### config.mk
export PLATFORM = sky130hd
export DESIGN_NAME = tcsp_timer_clock_select
export DESIGN_NICKNAME = d
export VERILOG_FILES = /design/src/rtl/tcsp_pkg.sv /design/src/rtl/tcsp_pre_if.sv /design/src/rtl/tcsp_timer_clock_select.sv /design/src/rtl/tcsp_prescaler.sv
export SDC_FILE = /design/constraint.sdc
export NUM_CORES = 1
export LEC_CHECK = 0
export ABC_AREA = 1
export BUFFER_PORTS_ARGS = -buffer_cell sky130_fd_sc_hd__buf_2
export CAP_MARGIN = 20
export CORE_ASPECT_RATIO = 0.75
export CORE_MARGIN = 2
export CORE_UTILIZATION = 49
export CTS_BUF_LIST = sky130_fd_sc_hd__clkbuf_16
export DETAILED_ROUTE_END_ITERATION = 16
export GPL_TIMING_DRIVEN = 0
export PLACE_DENSITY = 0.86
export SYNTH_ARGS = -nofsm -noshare
export SYNTH_HDL_FRONTEND = slang
export SYNTH_SLANG_ARGS = --single-unit
export TNS_END_PERCENT = 20
### constraint.sdc
create_clock -name mclk -period 2.65 [get_ports mclk]
set_clock_uncertainty 0.2 [all_clocks]
set_input_delay 0.53 -clock mclk [delete_from_list [all_inputs] [get_ports mclk]]
set_output_delay 0.53 -clock mclk [all_outputs]
set_load 0.1 [all_outputs]
### src/rtl/tcsp_pkg.sv
// Purpose: Constants and types for the timer clock select and prescaler block.
// Assumes: One system clock domain; special-function register port of 8 bits.
// Notes: Every offset, field position and division count, and the control and count reset values, live here.
package tcsp_pkg;
  // Register address and layout.
  localparam logic [7:0] TCSP_CTRL_ADDR = 8'h8E;
  localparam logic [7:0] TCSP_CTRL_RESET = 8'h00;
  localparam int TCSP_BIT_T3H = 7;
  localparam int TCSP_BIT_T3L = 6;
  localparam int TCSP_BIT_T2H = 5;
  localparam int TCSP_BIT_T2L = 4;
  localparam int TCSP_BIT_T1 = 3;
  localparam int TCSP_BIT_T0 = 2;
  localparam int TCSP_FLD_PRE_LO = 0;
  // Prescale codes.
  localparam logic [1:0] TCSP_PRE_DIV12 = 2'h0;
  localparam logic [1:0] TCSP_PRE_DIV4 = 2'h1;
  localparam logic [1:0] TCSP_PRE_DIV48 = 2'h2;
  localparam logic [1:0] TCSP_PRE_EXT8 = 2'h3;
  // Division counts.
  localparam logic [5:0] TCSP_DIV12 = 6'h0C;
  localparam logic [5:0] TCSP_DIV4 = 6'h04;
  localparam logic [5:0] TCSP_DIV48 = 6'h30;
  localparam logic [5:0] TCSP_DIV_EXT = 6'h08;
  localparam logic [5:0] TCSP_CNT_RESET = 6'h00;
endpackage : tcsp_pkg

### src/rtl/tcsp_pre_if.sv
// Purpose: Carries the prescaler control and tick between the top and the prescaler.
// Assumes: Same clock for both ends.
// Notes: The code travels top to prescaler; the tick comes back.
`timescale 1ns/1ps
interface tcsp_pre_if;
  logic [1:0] preCode;
  logic extSync;
  logic preTick;
  modport top (output preCode, output extSync, input preTick);
  modport pre (input preCode, input extSync, output preTick);
endinterface : tcsp_pre_if

### src/rtl/tcsp_timer_clock_select.sv
// Purpose: Clock control register and count-enable selection for timers 0 to 3.
// Assumes: Timers count on mclk and advance when their tick is high.
// Notes: Ticks are one-cycle enables, never derived clocks, so all timers stay on mclk.
`timescale 1ns/1ps
//Contract
// - Timer 3 high byte uses system clock when bit 7 set, else ext choice.
// - Timer 3 low/whole uses system clock when bit 6 set, else ext choice.
// - Timer 2 high byte uses system clock when bit 5 set, else ext choice.
// - Timer 2 low/whole uses system clock when bit 4 set, else ext choice.
// - Timer 1 uses prescaler when bit 3 clear, system clock when set.
// - Timer 1 select is ignored while Timer 1 counts external events.
// - Timer 0 uses prescaler when bit 2 clear, system clock when set.
// - Timer 0 select is ignored while Timer 0 counts external events.
// - Prescale codes 00, 01, 10 divide system clock by 12, 4, 48.
// - Code 11 divides external clock by 8, synchronised to system clock.
// - Control register is 8-bit read/write at 0x8E, reset zero, all pages.
module tcsp_timer_clock_select
  import tcsp_pkg::*;
(
  // Clock, reset and enable.
  input wire logic mclk,
  input wire logic rst,
  input wire logic clkEn,
  // Special-function register port.
  input wire logic [7:0] sfrAddr,
  input wire logic sfrWrite,
  input wire logic sfrRead,
  input wire logic [7:0] sfrWdata,
  output logic [7:0] sfrRdata,
  output logic sfrHit,
  // Pin and timer configuration inputs.
  input wire logic extClkPin,
  input wire logic tmr0CounterModeSel,
  input wire logic tmr1CounterModeSel,
  input wire logic tmr2ExtClockTick,
  input wire logic tmr3ExtClockTick,
  // Count enables to the timers.
  output logic tmr0Tick,
  output logic tmr1Tick,
  output logic tmr2LowTick,
  output logic tmr2HighTick,
  output logic tmr3LowTick,
  output logic tmr3HighTick,
  // Register contents for observation.
  output logic [7:0] timerClockControl
);
  typedef struct packed {
    logic [7:0] ctrl;
    logic [7:0] rdata;
    logic sync1;
    logic sync2;
  } tcsp_top_st_t;

  tcsp_top_st_t st_ff;
  tcsp_top_st_t nxt_st;
  logic addrHit;
  tcsp_pre_if preLink();

  // The register sits at one address regardless of the page in use.
  assign addrHit = (sfrAddr == TCSP_CTRL_ADDR);
  assign sfrHit = addrHit;

  // Register update, read data capture and external-pin synchroniser.
  always_comb begin
    nxt_st = st_ff;
    if (sfrWrite && addrHit) begin
      nxt_st.ctrl = sfrWdata;
    end
    if (sfrRead) begin
      nxt_st.rdata = addrHit ? st_ff.ctrl : 8'h00;
    end
    // The second stage alone feeds the prescaler edge detector.
    nxt_st.sync1 = extClkPin;
    nxt_st.sync2 = st_ff.sync1;
  end

  always_ff @(posedge mclk) begin
    if (rst) begin
      st_ff <= '{ctrl: TCSP_CTRL_RESET, rdata: 8'h00, sync1: 1'b0, sync2: 1'b0};
    end else if (clkEn) begin
      st_ff <= nxt_st;
    end
  end

  assign sfrRdata = st_ff.rdata;
  assign timerClockControl = st_ff.ctrl;
  assign preLink.preCode = st_ff.ctrl[TCSP_FLD_PRE_LO +: 2];
  assign preLink.extSync = st_ff.sync2;

  tcsp_prescaler uPre (
    .mclk(mclk),
    .rst(rst),
    .clkEn(clkEn),
    .pre(preLink.pre)
  );

  // Count-enable muxes; counter mode gates the timer 0/1 selections entirely, since
  // the timer then counts its own external events and needs no tick from here.
  always_comb begin
    tmr0Tick = 1'b0;
    tmr1Tick = 1'b0;
    if (!tmr0CounterModeSel) begin
      tmr0Tick = st_ff.ctrl[TCSP_BIT_T0] ? clkEn : preLink.preTick;
    end
    if (!tmr1CounterModeSel) begin
      tmr1Tick = st_ff.ctrl[TCSP_BIT_T1] ? clkEn : preLink.preTick;
    end
    tmr2LowTick = st_ff.ctrl[TCSP_BIT_T2L] ? clkEn : (clkEn & tmr2ExtClockTick);
    tmr2HighTick = st_ff.ctrl[TCSP_BIT_T2H] ? clkEn : (clkEn & tmr2ExtClockTick);
    tmr3LowTick = st_ff.ctrl[TCSP_BIT_T3L] ? clkEn : (clkEn & tmr3ExtClockTick);
    tmr3HighTick = st_ff.ctrl[TCSP_BIT_T3H] ? clkEn : (clkEn & tmr3ExtClockTick);
  end
endmodule : tcsp_timer_clock_select

### src/rtl/tcsp_prescaler.sv
// Purpose: Shared prescaler giving a one-cycle tick per divided period.
// Assumes: extSync is already synchronised to mclk.
// Notes: A code change restarts the count so the first period is never short.
`timescale 1ns/1ps
module tcsp_prescaler
  import tcsp_pkg::*;
(
  // Clock and control.
  input wire logic mclk,
  input wire logic rst,
  input wire logic clkEn,
  // Link to the top.
  tcsp_pre_if.pre pre
);
  typedef struct packed {
    logic [5:0] cnt;
    logic [1:0] code;
    logic extPrev;
  } tcsp_pre_st_t;

  tcsp_pre_st_t st_ff;
  tcsp_pre_st_t nxt_st;
  logic [5:0] divisor;
  logic step;

  // Divisor and advance condition for the selected code.
  always_comb begin
    unique case (pre.preCode)
      TCSP_PRE_DIV12: divisor = TCSP_DIV12;
      TCSP_PRE_DIV4: divisor = TCSP_DIV4;
      TCSP_PRE_DIV48: divisor = TCSP_DIV48;
      TCSP_PRE_EXT8: divisor = TCSP_DIV_EXT;
    endcase
    // External mode advances only on a rising edge of the synced clock.
    step = (pre.preCode == TCSP_PRE_EXT8) ? (pre.extSync & ~st_ff.extPrev) : 1'b1;
  end

  // Counter next state; tick fires when the count wraps.
  always_comb begin
    nxt_st = st_ff;
    nxt_st.extPrev = pre.extSync;
    nxt_st.code = pre.preCode;
    if (pre.preCode != st_ff.code) begin
      nxt_st.cnt = TCSP_CNT_RESET;
    end else if (step) begin
      nxt_st.cnt = (st_ff.cnt + 6'h01 >= divisor) ? TCSP_CNT_RESET : st_ff.cnt + 6'h01;
    end
  end

  assign pre.preTick = clkEn && step && (pre.preCode == st_ff.code)
                       && (st_ff.cnt + 6'h01 >= divisor);

  // State register, frozen while the clock enable is low.
  always_ff @(posedge mclk) begin
    if (rst) begin
      st_ff <= '0;
    end else if (clkEn) begin
      st_ff <= nxt_st;
    end
  end
endmodule : tcsp_prescaler

==> results.txt <==
Post-DP HPWL - 2.54 mm
number of global-route vias before repair - 1510
Fin. Hold Viols - 0
total vias in the final route - 1567
total design power - 0.876 mW
DRT antenna net count - 0
area delta synth->final - 48.1%
largest net degree at the start of global routing - 16
switching power share of the total - 0.257
Row Count - 16
placer congestion estimate - 0.786
PortBufs - 48
final setup violation count - 2
Initial Util - 0.532
first-pass GRT wire length - 6.57 mm
Wirelength per Cell - 14.3 µm
Core ar. - 2700 µm²
Final #Nets - 301
count of hold-fix buffers inserted at cts - 0
Psw - 0.225 mW
commonest non-fill, non-tap cell in the layout - nand2_1
Rel. slew slack - 0.672
CTS H-Tree Depth - 1
CTS clk-pin slew, worst paths - 0.07 ns
part of the power in registers - 0.475
antenna violations before repair - 0
I/O Pins - 49
RSZ-0062 raised after global routing - true
Post-DP Area - 1780 µm²
Setup crit start kind - flip-flop
crit-path max FO - 4
Max Cap Viol - 0
Congestion Overflow GR - 0
final max-slew violation count - 0
min Tclk post-route - 2.83 ns
Critical Setup Path Class - reg -> out
HP Class - reg -> reg
register area share after synthesis - 0.376
Unique masters post-synth - 23
Max Root-Sink Buffers - 2
CP required - 1.92 ns
synthesized area - 1440 µm²
detailed-route vias per instance - 5.22
Yosys warning count - 0
most frequent cells in the layout - nand2_1 (58), buf_2 (47), nor2_1 (21), inv_1 (21), dfxtp_1 (20)
clk_lat worst skew - 0.26 ns
Logic pwr share - 0.131
Die Width - 66.6 µm
Crit. End Element - output pin
Iteration-0 DRC Markers - 104
Critical Path AT - 2.10 ns
PD cells - 411 nW/µm²
diodes inserted - 0
total length of routed wires - 4.28 mm
Setup WS pre-CTS - -0.203 ns
CTS tree - yes
Die H - 50.9 µm
synthesis-stage register bit count - 27
run status - finished, violations left
peak supply drop - 0.000386 V
clock sink total - 27
layout cells sized above 1 - 0.398
DR pass1 iterations - 4
design area - 2130 µm²
Slew @ Worst Pin - 0.496 ns
Max Freq - 354 MHz
Root Driver - clkbuf_16
Syn Inst Count - 203
internal power - 0.651 mW
Setup WS post-layout - -0.177 ns
power share of the clock group - 0.394
Lkg Pwr - 1.03 nW
die area - 3390 µm²
Mean Syn Cell Area - 7.09 µm²
Global Route Usage Sum - 0.254
# DRC - 0
TritonCTS Buffers - 3
Tcrit/Tclk final - 1.07
Net Count, Synth - 239
failing checks - setup timing
Layout Utilization - 0.788
==> cells in the mapped netlist <==
master    count  area (µm²)
a21oi_1      25         125
buf_2         1        5.00
buf_4         2        15.0
buf_6         2        22.5
clkbuf_1      1        3.75
dfxtp_1      27         541
ha_1         10         125
inv_1        24        90.1
nand2_1      60         225
nand2_2       1        6.26
nand3_1       8        40.0
nand4_2       1        12.5
nor2_1       22        82.6
nor2_4        2        22.5
nor3_2        1        10.0
nor3_4        1        16.3
o21ai_0       6        30.0
o21ai_1       2        10.0
o21ai_2       1        8.76
o21bai_1      2        15.0
or2_2         1        6.26
xnor2_1       2        17.5
xor2_1        1        8.76
==> power by group through the flow <==
stage	combinational [mW]	clock, mW	sequential, mW
after floorplan	0.0674	0	0.427
after global placement	0.0987	0	0.427
after detailed placement	0.100	0	0.427
after CTS	0.109	0.343	0.416
after global routing	0.122	0.363	0.417
final	0.115	0.345	0.416
==> worst max-delay path, stage by stage, from the launching register on <==
cell and delay (ns):
dfxtp_4 0.40, ha_4 0.16, nand3_4 0.09, xnor2_4 0.15
ha_4 0.28, nand2_4 0.05, buf_6 0.12, nor2_4 0.12
o21ai_4 0.09, a21oi_4 0.18, buf_12 0.19
==> layout make-up <==
cell class                 instances  area, µm²
clock inverter                     1       5.00
buffer                             6       46.3
clock buffer                       3       75.1
multi-input combinational        146        961
timing repair buffer              57        342
tap                               36       45.0
inverter                          24       92.6
fill                             179        572
sequential                        27        564
==> state kept, by name (all words and copies together), names as in the netlist <==
name and cells:
preLink.extSync 1, uPre.st_ff 9, timerClockControl 8, sfrRdata 8, nxt_st 1
==> final timing paths <==
| kind | start | endpoint | slack [ns] | cells past startpoint |
|---|---|---|---|---|
| hold reg to reg | sfrRdata[4] | sfrRdata[4] | 0.27 | 2 |
| setup reg to reg | uPre.st_ff[3] | uPre.st_ff[4] | 0.39 | 11 |
| hold / removal | sfrRdata[4] | sfrRdata[4] | 0.27 | 2 |
| setup / recovery | uPre.st_ff[3] | tmr0Tick | -0.18 | 10 |
==> what timing repair did <==
action,4_1_cts,5_1_grt
setup endpoints to repair,2,2
hold endpoints to repair,0,0
pin swaps,10,9
gates resized for setup,38,8
setup buffers,8,1
==> stage by stage <==
| step | setup TNS [ns] | std cells | hold slack (ns) |
|---|---|---|---|
| after floorplan | -0.586 | 203 | 0.254 |
| after global placement | -0.341 | 287 | 0.250 |
| after detailed placement | -0.387 | 287 | 0.256 |
| after CTS | -0.226 | 299 | 0.266 |
| after global routing | -0.477 | 300 | 0.288 |
| final | -0.330 | 300 | 0.272 |
==> routing by layer <==
metal | routed length [µm] | global-route usage | up-vias
met3 | 313 | 0.0683 | 10
met2 | 2120 | 0.462 | 72
met4 | 62 | 0.0612 | 0
li1 | - | - | 757
met5 | 0 | 0 | -
met1 | 1790 | 0.296 | 728
==> cell families (layout without fill, tap and decap cells) <==
| group | Yosys count | count (layout) | synth area share |
|---|---|---|---|
| flops | 27 | 27 | 0.376 |
| simple gates | 97 | 97 | 0.293 |
| fa+ha+maj | 10 | 10 | 0.0870 |
| compound gates | 36 | 36 | 0.131 |
| buf+inv | 30 | 91 | 0.0948 |
| xor+xnor | 3 | 3 | 0.0183 |
Note: power is estimated with default switching activity, not from simulation.
